### src/include/drs_defines.svh
/*
  Offsets, field positions, reset values and sizes of the reference
  selection block. Assumes inclusion by bare name from the design files.
*/
`ifndef DRS_DEFINES_SVH
`define DRS_DEFINES_SVH

// ----------------------------------------
// Sizes
// ----------------------------------------
`define DRS_NCH 2
`define DRS_NREF 8
`define DRS_SYNC_W 13

// ----------------------------------------
// Register offsets within a channel window
// ----------------------------------------
`define DRS_OFF_MODE 6'h00
`define DRS_OFF_CTRL 6'h04
`define DRS_OFF_REFEN 6'h08
`define DRS_OFF_PRIO 6'h0C
`define DRS_OFF_CHOICE 6'h10
`define DRS_OFF_PSL 6'h14
`define DRS_OFF_FCAP 6'h18
`define DRS_OFF_STATUS 6'h1C

// ----------------------------------------
// Field positions
// ----------------------------------------
`define DRS_CTRL_REVERT 0
`define DRS_CTRL_HS_EN 1
`define DRS_CTRL_HS_TYPE2 2
`define DRS_CTRL_PSL_EN 3
`define DRS_CTRL_PSL_UNLIM 4
`define DRS_CHOICE_FOL_LSB 8

// ----------------------------------------
// Mode codes and reset values
// ----------------------------------------
`define DRS_MODE_AUTO 4'h0
`define DRS_MODE_MAN_REG 4'h1
`define DRS_MODE_MAN_PIN 4'h2
`define DRS_MODE_FOLLOW 4'h3
`define DRS_MODE_PIN_FOLLOW 4'h4
`define DRS_RST_CTRL 5'h00
`define DRS_RST_REFEN 8'hFF
`define DRS_RST_PRIO 32'h76543210
`define DRS_RST_PSL 16'h0000
`define DRS_RST_FCAP 16'hFFFF

`endif

### src/include/drs_pkg.sv
/*
  Types shared by the reference selection modules.
  Assumes drs_defines.svh is on the include path.
*/
`include "drs_defines.svh"

package drs_pkg;

  // ----------------------------------------
  // Types
  // ----------------------------------------
  typedef logic [2:0] drs_ref_t;
  typedef logic [3:0] drs_prio_t;

  typedef enum logic [2:0] {
    ST_FREE, LOCK_ACQUIRE_STATE, ST_LOCKED, ST_HOLD, ST_HITLESS,
    LOCK_RECOVER_STATE
  } drs_state_e;

  typedef enum logic [2:0] {
    MD_AUTO, MD_MAN_REG, MD_MAN_PIN, MD_FOLLOW
  } drs_mode_e;

  // Priority nibble of one input
  function automatic drs_prio_t drs_prio_of(input logic [31:0] tbl,
                                            input drs_ref_t idx);
    drs_prio_of = tbl[{idx, 2'b00} +: 4];
  endfunction : drs_prio_of

endpackage : drs_pkg

### src/include/drs_pick_if.sv
/*
  Carrier between the channel logic and its priority picker.
  Assumes drs_pkg compiled first.
*/
`timescale 1ns/1ns
`default_nettype none

interface drs_pick_if;
  logic [7:0]  qual;
  logic [31:0] prio;
  logic [2:0]  cur;
  logic [2:0]  best;
  logic        any;
  modport picker (input qual, prio, cur, output best, any);
  modport user (output qual, prio, cur, input best, any);
endinterface : drs_pick_if

`default_nettype wire

### src/hw/drs_priority_pick.sv
/*
  Picks the best qualified input of one channel by priority.
  Assumes a lower priority value ranks higher and equal values form a group.
*/
`timescale 1ns/1ns
`default_nettype none
`include "drs_defines.svh"

module drs_priority_pick
  import drs_pkg::*;
(
  drs_pick_if.picker pick
);

  drs_ref_t  best;
  drs_prio_t bp;
  logic      hit;

  // ----------------------------------------
  // Highest rank among qualified inputs
  // ----------------------------------------
  always_comb begin
    best = pick.cur;
    bp   = 4'hF;
    hit  = 1'b0;
    for (int i = 0; i < `DRS_NREF; i++) begin
      if (pick.qual[i] && (!hit || drs_prio_of(pick.prio, 3'(i)) < bp)) begin
        best = 3'(i);
        bp   = drs_prio_of(pick.prio, 3'(i));
        hit  = 1'b1;
      end
    end
    if (hit && pick.qual[pick.cur] && drs_prio_of(pick.prio, pick.cur) == bp) begin
      best = pick.cur;
    end
    pick.best = best;
    pick.any  = hit;
  end

endmodule : drs_priority_pick

`default_nettype wire

### src/hw/drs_reference_select.sv
/*
  Reference selection and switchover control for two loop channels,
  with APB registers. Assumes monitors drive ref_valid asynchronously
  and the loop reports lock and phase measurement done on pclk.
*/
`timescale 1ns/1ns
`default_nettype none
`include "drs_defines.svh"

module drs_reference_select
  import drs_pkg::*;
(
  input  wire logic                             pclk,
  input  wire logic                             presetn,
  input  wire logic [7:0]                       paddr,
  input  wire logic                             psel,
  input  wire logic                             penable,
  input  wire logic                             pwrite,
  input  wire logic [31:0]                      pwdata,
  output logic [31:0]                           prdata,
  output logic                                  pready,
  output logic                                  pslverr,
  input  wire logic [`DRS_NREF-1:0]             ref_valid,
  input  wire logic [2:0]                       pin_manual_select_bit,
  input  wire logic [`DRS_NCH-1:0]              pin_follow,
  input  wire logic [`DRS_NCH-1:0]              dpll_locked,
  input  wire logic [`DRS_NCH-1:0]              phase_meas_done,
  output logic [`DRS_NCH-1:0][2:0]              ref_select,
  output logic [`DRS_NCH-1:0]                   ref_active,
  output logic [`DRS_NCH-1:0]                   holdover_alarm,
  output logic [`DRS_NCH-1:0]                   phase_measure_req,
  output logic [`DRS_NCH-1:0]                   offset_hold,
  output logic [`DRS_NCH-1:0]                   hitless_type2,
  output logic [`DRS_NCH-1:0]                   phase_rate_cap_en,
  output logic [`DRS_NCH-1:0]                   phase_rate_cap_unlim,
  output logic [`DRS_NCH-1:0][15:0]             phase_rate_cap_value,
  output logic [`DRS_NCH-1:0]                   freq_clamp_active,
  output logic [`DRS_NCH-1:0][15:0]             frequency_deviation_cap
);

  // ----------------------------------------
  // Registers and state
  // ----------------------------------------
  logic [3:0]          reference_mode_select [`DRS_NCH];
  logic [4:0]          channel_control_word  [`DRS_NCH];
  logic [7:0]          refen_q               [`DRS_NCH];
  logic [31:0]         input_priority_table  [`DRS_NCH];
  drs_ref_t            manual_reference_choice   [`DRS_NCH];
  drs_ref_t            follower_reference_choice [`DRS_NCH];
  logic [15:0]         psl_q                 [`DRS_NCH];
  logic [15:0]         fcap_q                [`DRS_NCH];
  drs_state_e          st_q                  [`DRS_NCH];
  drs_ref_t            sel_q                 [`DRS_NCH];
  logic [`DRS_SYNC_W-1:0] s1_q, s2_q, s3_q, stable_q;
  logic [7:0]          valid_s;
  drs_ref_t            pin_sel_s;
  logic [`DRS_NCH-1:0] fol_pin_s;
  drs_pick_if pif [`DRS_NCH] ();
  // ----------------------------------------
  // Pin synchroniser
  // ----------------------------------------
  always_ff @(posedge pclk or negedge presetn) begin
    if (!presetn) begin
      s1_q     <= '0;
      s2_q     <= '0;
      s3_q     <= '0;
      stable_q <= '0;
    end else begin
      s1_q <= {pin_follow, pin_manual_select_bit, ref_valid};
      s2_q <= s1_q;
      s3_q <= s2_q;
      if (s2_q == s3_q) begin
        stable_q <= s3_q;
      end
    end
  end
  assign valid_s   = stable_q[7:0];
  assign pin_sel_s = stable_q[10:8];
  assign fol_pin_s = stable_q[12:11];
  // ----------------------------------------
  // Mode decode
  // ----------------------------------------
  function automatic drs_mode_e mode_of(input logic [3:0] code,
                                        input logic fol_pin);
    case (code)
      `DRS_MODE_MAN_REG:    mode_of = MD_MAN_REG;
      `DRS_MODE_MAN_PIN:    mode_of = MD_MAN_PIN;
      `DRS_MODE_FOLLOW:     mode_of = MD_FOLLOW;
      `DRS_MODE_PIN_FOLLOW: mode_of = fol_pin ? MD_FOLLOW : MD_AUTO;
      default:              mode_of = MD_AUTO;
    endcase
  endfunction : mode_of
  function automatic logic addr_ok(input logic [7:0] a);
    addr_ok = (a[7:6] < 2'(`DRS_NCH)) && (a[1:0] == 2'b00) && (a[5] == 1'b0);
  endfunction : addr_ok
  // ----------------------------------------
  // APB slave
  // ----------------------------------------
  logic [1:0] ach;
  logic [5:0] aoff;
  logic       wr_en;
  assign ach     = paddr[7:6];
  assign aoff    = paddr[5:0];
  assign pready  = 1'b1;
  assign pslverr = psel && penable &&
                   (!addr_ok(paddr) || (pwrite && aoff == `DRS_OFF_STATUS));
  assign wr_en   = psel && penable && pwrite && !pslverr;
  always_ff @(posedge pclk or negedge presetn) begin
    if (!presetn) begin
      for (int c = 0; c < `DRS_NCH; c++) begin
        reference_mode_select[c]     <= `DRS_MODE_AUTO;
        channel_control_word[c]      <= `DRS_RST_CTRL;
        refen_q[c]                   <= `DRS_RST_REFEN;
        input_priority_table[c]      <= `DRS_RST_PRIO;
        manual_reference_choice[c]   <= '0;
        follower_reference_choice[c] <= '0;
        psl_q[c]                     <= `DRS_RST_PSL;
        fcap_q[c]                    <= `DRS_RST_FCAP;
      end
    end else if (wr_en) begin
      for (int c = 0; c < `DRS_NCH; c++) begin
        if (ach == 2'(c)) begin
          case (aoff)
            `DRS_OFF_MODE:  reference_mode_select[c] <= pwdata[3:0];
            `DRS_OFF_CTRL:  channel_control_word[c]  <= pwdata[4:0];
            `DRS_OFF_REFEN: refen_q[c]               <= pwdata[7:0];
            `DRS_OFF_PRIO:  input_priority_table[c]  <= pwdata;
            `DRS_OFF_CHOICE: begin
              manual_reference_choice[c]   <= pwdata[2:0];
              follower_reference_choice[c] <= pwdata[`DRS_CHOICE_FOL_LSB +: 3];
            end
            `DRS_OFF_PSL:   psl_q[c]  <= pwdata[15:0];
            `DRS_OFF_FCAP:  fcap_q[c] <= pwdata[15:0];
            default: ;
          endcase
        end
      end
    end
  end

  // Read data captured in the setup phase
  always_ff @(posedge pclk or negedge presetn) begin
    if (!presetn) begin
      prdata <= '0;
    end else if (psel && !penable) begin
      prdata <= '0;
      for (int c = 0; c < `DRS_NCH; c++) begin
        if (ach == 2'(c) && addr_ok(paddr)) begin
          case (aoff)
            `DRS_OFF_MODE:   prdata <= {28'h0000000, reference_mode_select[c]};
            `DRS_OFF_CTRL:   prdata <= {27'h0000000, channel_control_word[c]};
            `DRS_OFF_REFEN:  prdata <= {24'h000000, refen_q[c]};
            `DRS_OFF_PRIO:   prdata <= input_priority_table[c];
            `DRS_OFF_CHOICE: prdata <= {21'h000000, follower_reference_choice[c],
                                        5'h00, manual_reference_choice[c]};
            `DRS_OFF_PSL:    prdata <= {16'h0000, psl_q[c]};
            `DRS_OFF_FCAP:   prdata <= {16'h0000, fcap_q[c]};
            `DRS_OFF_STATUS: prdata <= {23'h000000, holdover_alarm[c],
                                        ref_active[c], 1'b0, st_q[c], sel_q[c]};
            default:         prdata <= '0;
          endcase
        end
      end
    end
  end

  // ----------------------------------------
  // Per-channel selection and state machine
  // ----------------------------------------
  for (genvar g = 0; g < `DRS_NCH; g++) begin : g_ch
    drs_mode_e md;
    drs_ref_t  cand;
    logic      ok;
    logic      cur_ok;
    logic      revert;
    logic      hs_en;
    logic [7:0] qual;
    drs_priority_pick drs_priority_pick_inst (
      .pick (pif[g])
    );
    assign revert = channel_control_word[g][`DRS_CTRL_REVERT];
    assign hs_en  = channel_control_word[g][`DRS_CTRL_HS_EN];
    assign qual   = refen_q[g] & valid_s;
    assign pif[g].qual = qual;
    assign pif[g].prio = input_priority_table[g];
    assign pif[g].cur  = sel_q[g];
    always_comb begin
      md     = mode_of(reference_mode_select[g], fol_pin_s[g]);
      cur_ok = qual[sel_q[g]];
      cand   = pif[g].best;
      ok     = pif[g].any;
      case (md)
        MD_MAN_REG: begin
          cand = manual_reference_choice[g];
          ok   = valid_s[cand];
        end
        MD_MAN_PIN: begin
          cand = pin_sel_s;
          ok   = valid_s[cand];
        end
        MD_FOLLOW: begin
          cand = follower_reference_choice[g];
          ok   = valid_s[cand];
        end
        default: begin
          if (cur_ok && !revert) begin
            cand = sel_q[g];
          end else if (cur_ok && !(drs_prio_of(input_priority_table[g], pif[g].best) <
                                  drs_prio_of(input_priority_table[g], sel_q[g]))) begin
            cand = sel_q[g];
          end
        end
      endcase
    end
    always_ff @(posedge pclk or negedge presetn) begin
      if (!presetn) begin
        st_q[g]  <= ST_FREE;
        sel_q[g] <= '0;
      end else begin
        case (st_q[g])
          ST_FREE: begin
            if (ok) begin
              st_q[g]  <= LOCK_ACQUIRE_STATE;
              sel_q[g] <= cand;
            end
          end
          LOCK_ACQUIRE_STATE: begin
            if (!ok) begin
              st_q[g] <= ST_FREE;
            end else if (cand != sel_q[g]) begin
              sel_q[g] <= cand;
            end else if (dpll_locked[g]) begin
              st_q[g] <= ST_LOCKED;
            end
          end
          ST_LOCKED, LOCK_RECOVER_STATE: begin
            if (!ok) begin
              st_q[g] <= ST_HOLD;
            end else if (cand != sel_q[g]) begin
              sel_q[g] <= cand;
              st_q[g]  <= hs_en ? ST_HITLESS : LOCK_RECOVER_STATE;
            end else if (dpll_locked[g]) begin
              st_q[g] <= ST_LOCKED;
            end
          end
          ST_HOLD: begin
            if (ok) begin
              sel_q[g] <= cand;
              st_q[g]  <= hs_en ? ST_HITLESS : LOCK_RECOVER_STATE;
            end
          end
          ST_HITLESS: begin
            if (!ok) begin
              st_q[g] <= ST_HOLD;
            end else if (phase_meas_done[g]) begin
              st_q[g] <= LOCK_RECOVER_STATE;
            end
          end
          default: st_q[g] <= ST_FREE;
        endcase
      end
    end

    // Loop-facing outputs
    always_ff @(posedge pclk or negedge presetn) begin
      if (!presetn) begin
        holdover_alarm[g]    <= 1'b0;
        phase_measure_req[g] <= 1'b0;
        offset_hold[g]       <= 1'b0;
        ref_active[g]        <= 1'b0;
        freq_clamp_active[g] <= 1'b0;
      end else begin
        holdover_alarm[g]    <= (st_q[g] == ST_HOLD);
        phase_measure_req[g] <= (st_q[g] == ST_HITLESS) && hs_en &&
                                (ref_active[g] || holdover_alarm[g]);
        ref_active[g]        <= (st_q[g] == LOCK_ACQUIRE_STATE) ||
                                (st_q[g] == ST_LOCKED) || (st_q[g] == LOCK_RECOVER_STATE);
        freq_clamp_active[g] <= (st_q[g] != ST_FREE) && (st_q[g] != ST_LOCKED);
        if (st_q[g] == ST_HITLESS && phase_meas_done[g] && ok) begin
          offset_hold[g] <= 1'b1;
        end else if (st_q[g] == ST_HITLESS || st_q[g] == ST_FREE) begin
          offset_hold[g] <= 1'b0;
        end
      end
    end
    assign ref_select[g]              = sel_q[g];
    assign hitless_type2[g]           = channel_control_word[g][`DRS_CTRL_HS_TYPE2];
    assign phase_rate_cap_en[g]       = channel_control_word[g][`DRS_CTRL_PSL_EN];
    assign phase_rate_cap_unlim[g]    = channel_control_word[g][`DRS_CTRL_PSL_UNLIM];
    assign phase_rate_cap_value[g]    = psl_q[g];
    assign frequency_deviation_cap[g] = fcap_q[g];

  end
endmodule : drs_reference_select

`default_nettype wire

### config.mk
export PLATFORM = sky130hd
export DESIGN_NAME = drs_reference_select
export DESIGN_NICKNAME = d
export VERILOG_FILES = /design/src/include/drs_pkg.sv /design/src/include/drs_pick_if.sv /design/src/hw/drs_priority_pick.sv /design/src/hw/drs_reference_select.sv
export VERILOG_INCLUDE_DIRS = /design/src /design/src/include
export SDC_FILE = /design/constraint.sdc
export NUM_CORES = 1
export LEC_CHECK = 0
export CELL_PAD_IN_SITES_DETAIL_PLACEMENT = 1
export CELL_PAD_IN_SITES_GLOBAL_PLACEMENT = 2
export CORE_MARGIN = 2
export CORE_UTILIZATION = 43
export CTS_BUF_LIST = sky130_fd_sc_hd__clkbuf_8 sky130_fd_sc_hd__clkbuf_16
export CTS_CLUSTER_DIAMETER = 80
export DETAILED_ROUTE_END_ITERATION = 10
export DONT_BUFFER_PORTS = 1
export PLACE_DENSITY_LB_ADDON = 0.2
export SETUP_SLACK_MARGIN = 0.15
export SYNTH_ARGS = -nofsm -noshare
export SYNTH_HDL_FRONTEND = slang
export SYNTH_SLANG_ARGS = --single-unit
### constraint.sdc
create_clock -name pclk -period 16.6 [get_ports pclk]
set_input_delay 1.66 -clock pclk [delete_from_list [all_inputs] [get_ports pclk]]
set_output_delay 1.66 -clock pclk [all_outputs]
set_load 0.02 [all_outputs]
==> flow_summary.toml, run 1 <==
[clock_tree]
root_buffer = "clkbuf_16"
cts.sinks = 280
clock_latency_ps = 560
cts_made_buffers = 36
cts_max_path_buffers = 3
cts_tree = "yes"
cts_hold_buf = 0
clk_pin_slew_ps = 60
htree_levels = 2

[power]
pwr-share-comb = 0.064
sequentialPowerShare = 0.441
pwr_density_cell_nw_per_um2 = 87.8
power.switching_mw = 0.418
p_leak_nw = 8.07
netSwitchingFraction = 0.254
vdd.ir_drop.worst_v = 0.0000910
internal_power_mw = 1.23
p_clk_frac = 0.496

[worst_hold_path]
hp-class = "reg2reg"

[global_routing]
grt_first_pass_wirelength_um = 93300
grt_max_degree = 281
gr-usage-all-layers = 0.305
gr-total-overflow = 0
grt_pass1_vias = 13900
antenna_found_initial = 1

[setup_path]
critPathKind = "reg2reg"
path_delay_family = "compound AO/OA/AOI/OAI gates"
worstPathMaxFanout = 8
crit_top_cell = "ha_1"
slowest_stage = "or4b_2"
cp-start-kind = "flip-flop"
cp-end-kind = "flip-flop"
cp_data_required_time_ps = 17040
critPathMaxStageDelay_ps = 670
worst-path-buf-inv = 4
arrival_ps = 15880

[drt]
num_vias = 13500
wl_um = 62700
drc = 0
dr.pass1.iters = 7
drt_iter0_drc = 1022
drt-vias-per-instance = 6.46
ant_nets = 0
detail_route.wl_per_cell_um = 29.9

[floorplan]
die_area_um2 = 41100
core_um2 = 38800
pin_count = 182
row_count = 72
die-width_um = 203
initial_utilization = 0.438
chipHeight_um = 203

[yosys]
syn_area_um2 = 17000
synth-edff-count = 0
async_flop_share = 1.00
synth_cell_types = 104
syn-instance-count = 1580
ys_seq_area_frac = 0.418
synth_warnings = 0
synth_top_cell_area_share = 0.306
syn_area_per_cell_um2 = 10.8
synth_ff_type = "dfrtp_1"
yosys.area.top_type = "dfrtp_1"
synth_seq_cells = 280
syn_nets = 1674
synth.area.top_cells = "dfrtp_1 (31%), mux2_2 (14%), dfstp_2 (11%)"

[timing]
period_share = 0.930
setup_tns_ps = 0
fin_crit_ps = 15430
finalHoldViolations = 0
max_freq_ghz = 0.0648
setup_viol = 0
tightest_slew_ps = 1250
slew_violations = 0
setup_ws_ps = 1170
finalClockSkew_ps = 23.5
rsz0062_at_grt = "yes"
slew_headroom = 0.163

[flow_run]
drv_cap = 0

[final_layout]
drive_above_1_share = 0.294
final_common_cell = "dfrtp_1"
diodes = 0
utilization = 0.483
nFillCells = 4114
final_cell_mix = "dfrtp_1 (208), mux2_2 (205), nand2_1 (142)"
layout.nets = 1645
area_delta_synth_final_pct = 10.4

[placed_design]
dp_slack_ps = 562
gp_congestion = 0.884
hpwlAfterDp_um = 45700
io_buffers = 0

[outcome]
status = "complete, no violations"
## cells in the mapped netlist (7+ instances only)
cell,instances
a211oi_1,22
a21o_1,15
a21oi_1,64
a221oi_1,15
a22o_1,23
a22oi_1,40
a31oi_1,16
and2_1,15
buf_1,14
buf_4,9
clkbuf_1,66
dfrtp_1,208
dfstp_2,72
ha_1,32
inv_1,42
mux2_2,205
mux2i_1,66
mux4_2,37
nand2_1,143
nand2b_1,22
nand3_1,29
nor2_1,79
nor2b_1,15
nor3_1,11
o211ai_1,7
o21a_1,14
o21ai_0,80
o21bai_1,10
o22a_1,7
o22ai_1,8
o31ai_1,10
xnor2_1,18
xor2_1,13
## layout make-up
| type | instances | area, um^2 | share of cell area |
|---|---|---|---|
| inverter | 44 | 165 | 0.00880 |
| timing repair buffer | 32 | 240 | 0.0128 |
| tap | 518 | 648 | 0.0345 |
| multi-input combinational | 1157 | 9400 | 0.501 |
| clock buffer | 37 | 915 | 0.0487 |
| sequential | 280 | 7100 | 0.378 |
| clock inverter | 27 | 309 | 0.0165 |
## through the flow
stage               cell area (um^2)  power [mW]  std cells  hold slack (ps)
floorplan                      17000       0.814       1580              331
global placement               17400       0.836       2023              332
detailed placement             17400       0.838       2023              336
CTS                            18600        1.66       2087              348
global route                   18800        1.70       2095              347
finish                         18800        1.65       2095              347
## metal layers
layer	track usage	vias up	wire length, um
met5	0	-	0
met4	0.125	0	2370
met3	0.0674	123	4650
met2	0.480	534	28900
met1	0.408	7033	26700
li1	-	5846	-
## flip-flops by register name, summed over array words and instances, names as in the netlist, 4 cells and up
| signal | flops |
|---|---|
| stable_q | 13 |
| s3_q | 13 |
| pif.prio | 64 |
| phase_rate_cap_value | 32 |
| manual_reference_choice | 6 |
| follower_reference_choice | 6 |
| frequency_deviation_cap | 32 |
| prdata | 32 |
| s2_q | 13 |
| pif.cur | 6 |
| s1_q | 13 |
| channel_control_word | 4 |
| reference_mode_select | 8 |
| refen_q | 16 |
| st_q | 6 |
## what timing repair did
action	4_1_cts	5_1_grt
gates resized for setup	0	19
buffers inserted	0	8
setup endpoints to repair	0	12
hold endpoints to repair	0	0
## path summary, 6_finish.rpt
kind                            cells past startpoint       start  slack, ps             end
worst min register to register                      0     s1_q[5]        350         s2_q[5]
worst max-delay path                               67  refen_q[8]       1170   pif[0].cur[2]
worst min-delay path                                0     s1_q[5]        350         s2_q[5]
worst max register to register                     67  refen_q[8]       1170   pif[0].cur[2]
min in group asynchronous                           0     presetn        810      prdata[29]
max in group asynchronous                           0     presetn      15060  pif[0].prio[8]
## cells by family (layout without fill, tap and decap cells)
group,count (synthesis),after routing,share of synthesized area
AO/OA/AOI/OAI,408,408,0.170
XOR/XNOR,31,31,0.0160
adder cells (fa/ha/maj),35,35,0.0254
buffers and inverters,143,140,0.0358
flip-flops,280,280,0.418
multiplexers,318,318,0.234
other,1,1,0.000221
AND/OR/NAND/NOR,364,364,0.101
## power by group through the flow
stage               registers [mW]  clock network, mW  logic (mW)
finish                       0.726              0.817       0.105
global route                 0.728              0.855       0.114
CTS                          0.726              0.832       0.101
detailed placement           0.737                  0       0.101
global placement             0.737                  0      0.0990
floorplan                    0.725                  0      0.0889
Note: power is estimated with default switching activity, not from simulation.
==> run 2, diff against run 1 <==
--- a/config.mk
+++ b/config.mk
@@ -14,7 +14,7 @@
 export CTS_CLUSTER_DIAMETER = 80
 export DETAILED_ROUTE_END_ITERATION = 10
 export DONT_BUFFER_PORTS = 1
-export PLACE_DENSITY_LB_ADDON = 0.2
+export PLACE_DENSITY = 0.78
 export SETUP_SLACK_MARGIN = 0.15
 export SYNTH_ARGS = -nofsm -noshare
 export SYNTH_HDL_FRONTEND = slang
==> run 2 against run 1 <==
Compared with the run above:
- final area decreased by 0.45%
- global-route usage decreased by 0.13 points
- die area unchanged
- maximum frequency decreased by 0.67%
- worst setup slack got worse by 100 ps
- final cell count decreased by 0.33%
- flip-flop and latch count unchanged
- power decreased by 1.9%
- via count increased by 0.86%
- first-iteration DRC count increased by 1.5%
- clock skew increased by 4.4 ps
==> flow_summary.toml, run 2 (same netlist as run 1, synthesis figures left out) <==
[outcome]
status = "complete, no violations"

[floorplan]
pin_count = 182
die-width_um = 203
die_area_um2 = 41100
chipHeight_um = 203
initial_utilization = 0.438
core_um2 = 38800
row_count = 72

[setup_path]
critPathKind = "reg2reg"
arrival_ps = 15970
cp-start-kind = "flip-flop"
crit_top_cell = "ha_1"
slowest_stage = "or4b_2"
cp_data_required_time_ps = 17040
worstPathMaxFanout = 9
cp-end-kind = "flip-flop"
critPathMaxStageDelay_ps = 690

[clock_tree]
cts_made_buffers = 36
cts_hold_buf = 0
clock_latency_ps = 580
root_buffer = "clkbuf_16"
cts_max_path_buffers = 3
clk_pin_slew_ps = 60
cts_tree = "yes"
htree_levels = 2
cts.sinks = 280

[drt]
ant_nets = 0
detail_route.wl_per_cell_um = 30.1
drc = 0
drt_iter0_drc = 1037
dr.pass1.iters = 5
num_vias = 13700
wl_um = 62900
drt-vias-per-instance = 6.54

[timing]
max_freq_ghz = 0.0644
setup_viol = 0
tightest_slew_ps = 1220
slew_violations = 0
setup_ws_ps = 1060
period_share = 0.936
fin_crit_ps = 15540
finalClockSkew_ps = 27.8
setup_tns_ps = 0
slew_headroom = 0.185
finalHoldViolations = 0
rsz0062_at_grt = "yes"

[global_routing]
grt_pass1_vias = 14100
gr-usage-all-layers = 0.304
gr-total-overflow = 0
antenna_found_initial = 1
grt_first_pass_wirelength_um = 93800
grt_max_degree = 281

[placed_design]
hpwlAfterDp_um = 45500
dpl_cell_area_um2 = 17400
io_buffers = 0
dp_slack_ps = 523
gp_congestion = 0.902

[final_layout]
nFillCells = 4162
area_delta_synth_final_pct = 9.94
drive_above_1_share = 0.287
final_common_cell = "dfrtp_1"
final_area_um2 = 18700
layout.nets = 1637
final_cell_mix = "dfrtp_1 (208), mux2_2 (205), nand2_1 (143)"
largest_reg_flops = 64
diodes = 0

[power]
pwr_density_cell_nw_per_um2 = 86.5
vdd.ir_drop.worst_v = 0.000109
p_leak_nw = 8.04

[flow_run]
drv_cap = 0

[worst_hold_path]
hp-class = "reg2reg"
==> run 2: what timing repair did <==
item / 4_1_cts / 5_1_grt
setup buffers: 0 / 5
hold endpoints to repair: 0 / 0
resized for setup: 0 / 20
endpoints found under the setup margin: 0 / 12
==> run 2: layout make-up <==
| type | instances | area (um^2) | share of cell area |
|---|---|---|---|
| Multi-Input combinational cell | 1157 | 9410 | 0.503 |
| Timing Repair Buffer | 24 | 180 | 0.00964 |
| Tap cell | 518 | 648 | 0.0347 |
| Sequential cell | 280 | 7100 | 0.380 |
| Clock buffer | 43 | 1010 | 0.0540 |
| Inverter | 44 | 165 | 0.00884 |
| Clock inverter | 22 | 181 | 0.00971 |
==> run 2: critical path: cells and delay by family, from the launching register on <==
family / cells / cell delay, ps
and+or+nand+nor: 22 / 4280
DFF: 1 / 590
muxes: 7 / 2110
buffers and inverters: 4 / 300
adders and majority gates: 8 / 2270
AOI/OAI and AO/OA: 26 / 5820
==> run 2: metrics by stage <==
stage	power, mW	hold slack [ps]	utilization	instances
after detailed placement	0.838	336	0.447	2018
after global placement	0.835	332	0.447	2018
final	1.62	347	0.481	2088
after global routing	1.66	353	0.481	2088
after floorplan	0.814	331	-	1580
after CTS	1.63	349	0.478	2083
==> run 2: path summary, 6_finish.rpt <==
path | start | cells past startpoint | end | slack [ps]
worst min-delay path | s1_q[6] | 0 | s2_q[6] | 350
max in group asynchronous | presetn | 0 | pif[0].prio[0] | 15020
worst max-delay path | refen_q[8] | 67 | pif[0].cur[2] | 1060
min in group asynchronous | presetn | 0 | pif[1].prio[27] | 810
worst max register to register | refen_q[8] | 67 | pif[0].cur[2] | 1060
worst min register to register | s1_q[6] | 0 | s2_q[6] | 350
==> run 2: report_power, final <==
| part | leakage (nW) | internal, mW | switching, mW |
|---|---|---|---|
| clock | 0.609 | 0.455 | 0.330 |
| combinational | 3.95 | 0.0447 | 0.0566 |
| sequential | 3.48 | 0.698 | 0.0320 |
==> run 2: metal layers <==
metal / vias up / GRT usage / wire length [um]
met5: - / 0 / 13
met4: 2 / 0.105 / 2080
met3: 118 / 0.0689 / 4320
met2: 491 / 0.494 / 29500
met1: 7203 / 0.400 / 27000
li1: 5839 / - / -
==> run 3, diff against run 2 <==
--- a/config.mk
+++ b/config.mk
@@ -15,7 +15,9 @@
 export DETAILED_ROUTE_END_ITERATION = 10
 export DONT_BUFFER_PORTS = 1
 export PLACE_DENSITY = 0.78
+export REMOVE_ABC_BUFFERS = 1
 export SETUP_SLACK_MARGIN = 0.15
 export SYNTH_ARGS = -nofsm -noshare
 export SYNTH_HDL_FRONTEND = slang
+export SYNTH_HIERARCHICAL = 1
 export SYNTH_SLANG_ARGS = --single-unit
==> run 3 against run 2 <==
Compared with the run above:
- die area increased by 4.8%
- worst setup slack improved by 58 ps
- critical path type unchanged
- critical path depth increased by 1
- routed wire length increased by 1.8%
- final area increased by 3.9%
- core utilization decreased by 0.69 points
- non-clock buffer count decreased by 1
- clock-buffer cell count decreased by 5
- sequential power about the same
- largest cell class unchanged
- register-to-register slack improved by 60 ps
- clock skew increased by 3.7 ps
- flip-flop and latch count unchanged
==> flow_summary.toml, run 3 <==
[outcome]
status = "complete, no violations"

[final_layout]
nFillCells = 4382
layout.nets = 1668
largest_reg_flops = 64
drive_above_1_share = 0.306
area_delta_synth_final_pct = 8.86
final_cell_mix = "dfrtp_1 (207), mux2_2 (203), nand2_1 (121)"
final_common_cell = "dfrtp_1"

[global_routing]
gr-usage-all-layers = 0.296
grt_pass1_vias = 14800
grt_max_degree = 281
grt_first_pass_wirelength_um = 97000
antenna_found_initial = 2
gr-total-overflow = 0

[timing]
tightest_slew_ps = 1180
max_freq_ghz = 0.0646
setup_viol = 0
setup_tns_ps = 0
slew_violations = 0
finalHoldViolations = 0
fin_crit_ps = 15480
slew_headroom = 0.214
period_share = 0.932
setup_ws_ps = 1120
rsz0062_at_grt = "yes"
finalClockSkew_ps = 31.5

[yosys]
ys_seq_area_frac = 0.398
synth_top_cell_area_share = 0.292
syn_area_per_cell_um2 = 11.1
syn_area_um2 = 17800
yosys.area.top_type = "dfrtp_1"
syn-instance-count = 1613
synth_ff_type = "dfrtp_1"
yosysMostFrequentCell = "dfrtp_1"
synth.cells.most_frequent = "dfrtp_1 (208), mux2_2 (201), nand2_1 (121), nor2_1 (77), dfstp_2 (72)"
synth.area.top_cells = "dfrtp_1 (29%), mux2_2 (13%), dfstp_2 (11%)"
synth_seq_cells = 280
synth_warnings = 6
synth_cell_types = 109
synth-edff-count = 0
async_flop_share = 1.00

[floorplan]
initial_utilization = 0.436
core_um2 = 40900
pin_count = 182
die_area_um2 = 43100
die-width_um = 208
chipHeight_um = 208
row_count = 74

[drt]
dr.pass1.iters = 6
ant_nets = 0
detail_route.wl_per_cell_um = 30.0
m1WireLength_um = 27300
wl_um = 64100
drt_iter0_drc = 1134
drt-vias-per-instance = 6.62
num_vias = 14100
wl_met2_um = 30300
routed-wl-met3_um = 4430
drc = 0
topRoutingLayerUsed = "met5"

[clock_tree]
cts_tree = "yes"
cts_max_path_buffers = 3
htree_levels = 2
clock_latency_ps = 570
clk_pin_slew_ps = 60
cts_made_buffers = 34
root_buffer = "clkbuf_16"
cts.sinks = 280

[setup_path]
slowest_stage = "dfstp_2"
critPathMaxStageDelay_ps = 560
crit_top_cell = "ha_1"
worstPathMaxFanout = 16
critPathKind = "reg2reg"
reg2reg_to = "pif[1].cur[2]"
crit_path_end = "pif[1].cur[2]"
worstRegToRegCells = 68
cp-end-kind = "flip-flop"
worst-path-buf-inv = 5
rr_startpoint = "refen_q[0]"
crit_start = "refen_q[0]"
r2r_setup_slack_ps = 1120
cp-start-kind = "flip-flop"
arrival_ps = 15930
path_delay_family = "simple AND/OR/NAND/NOR gates"
cp.depth = 68
cp_data_required_time_ps = 17050

[placed_design]
hpwlAfterDp_um = 46300
dp_slack_ps = 134
gp_congestion = 0.918
io_buffers = 0

[flow_run]
drv_cap = 0

[power]
p_leak_nw = 8.33
vdd.ir_drop.worst_v = 0.0000824
pwr_density_cell_nw_per_um2 = 79.8

[worst_hold_path]
hp-class = "reg2reg"
hp-start = "s1_q[1]"
[run 3: changes by cell type in the layout (fill, tap and decap cells not counted), sizes merged, moves of 14 or more]
| cell | delta |
|---|---|
| mux4 | +25 |
| mux2i | -23 |
| nand2 | -20 |
| a21oi | -18 |
| a31oi | +18 |
| nor2b | +16 |
| a211oi | -14 |
[run 3: report_power, final]
part,leakage [nW],total (mW),internal (mW),switching (mW)
Sequential,3.54,0.733,0.698,0.0348
Clock,0.585,0.750,0.431,0.319
Combinational,4.20,0.0666,0.0309,0.0357
Total,8.33,1.55,1.16,0.389
[run 3: repair_timing]
action / CTS / global route
pin swaps: 0 / 1
buffers inserted: 0 / 3
hold buffers: 0 / 0
resized for setup: 1 / 17
setup endpoints to repair: 1 / 11
[run 3: per-stage QoR]
stage	total power [mW]	hold slack (ps)	cells	util	cell area, um^2
2_1_floorplan	0.785	331	1515	-	17300
3_3_place_gp	0.809	341	2067	0.445	18200
3_5_place_dp	0.810	336	2067	0.445	18200
4_1_cts	1.57	349	2128	0.472	19300
5_1_grt	1.60	355	2131	0.474	19400
6_report	1.55	347	2133	0.474	19400
[run 3: cell type report]
cell class	instances	area, um^2	share of cell area
inverter	50	191	0.00986
clock inverter	23	215	0.0111
sequential	280	7100	0.366
timing repair buffer	23	185	0.00954
clock buffer	38	906	0.0467
multi-input combinational	1185	10100	0.523
antenna	2	5.00	0.000258
tap	532	666	0.0343
[run 3: worst min path at each step]
stage               endpoint  cells past startpoint
floorplan            s2_q[0]                      0
global placement     s2_q[0]                      0
detailed placement   s2_q[1]                      0
CTS                  s2_q[1]                      0
global route         s2_q[3]                      0
finish               s2_q[1]                      0
[run 3: logic make-up after synthesis]
group | share of synthesized area
DFF | 0.398
buffers and inverters | 0.0389
and+or+nand+nor | 0.125
muxes | 0.239
xor gates and xnor gates | 0.0138
adders and majority gates | 0.0247
AOI/OAI and AO/OA | 0.161
other | 0.000210
[run 3: per-layer routing]
| metal | vias up | global-route usage |
|---|---|---|
| met3 | 104 | 0.0670 |
| li1 | 6091 | - |
| met1 | 7430 | 0.389 |
| met2 | 486 | 0.480 |
| met5 | - | 0 |
| met4 | 2 | 0.104 |
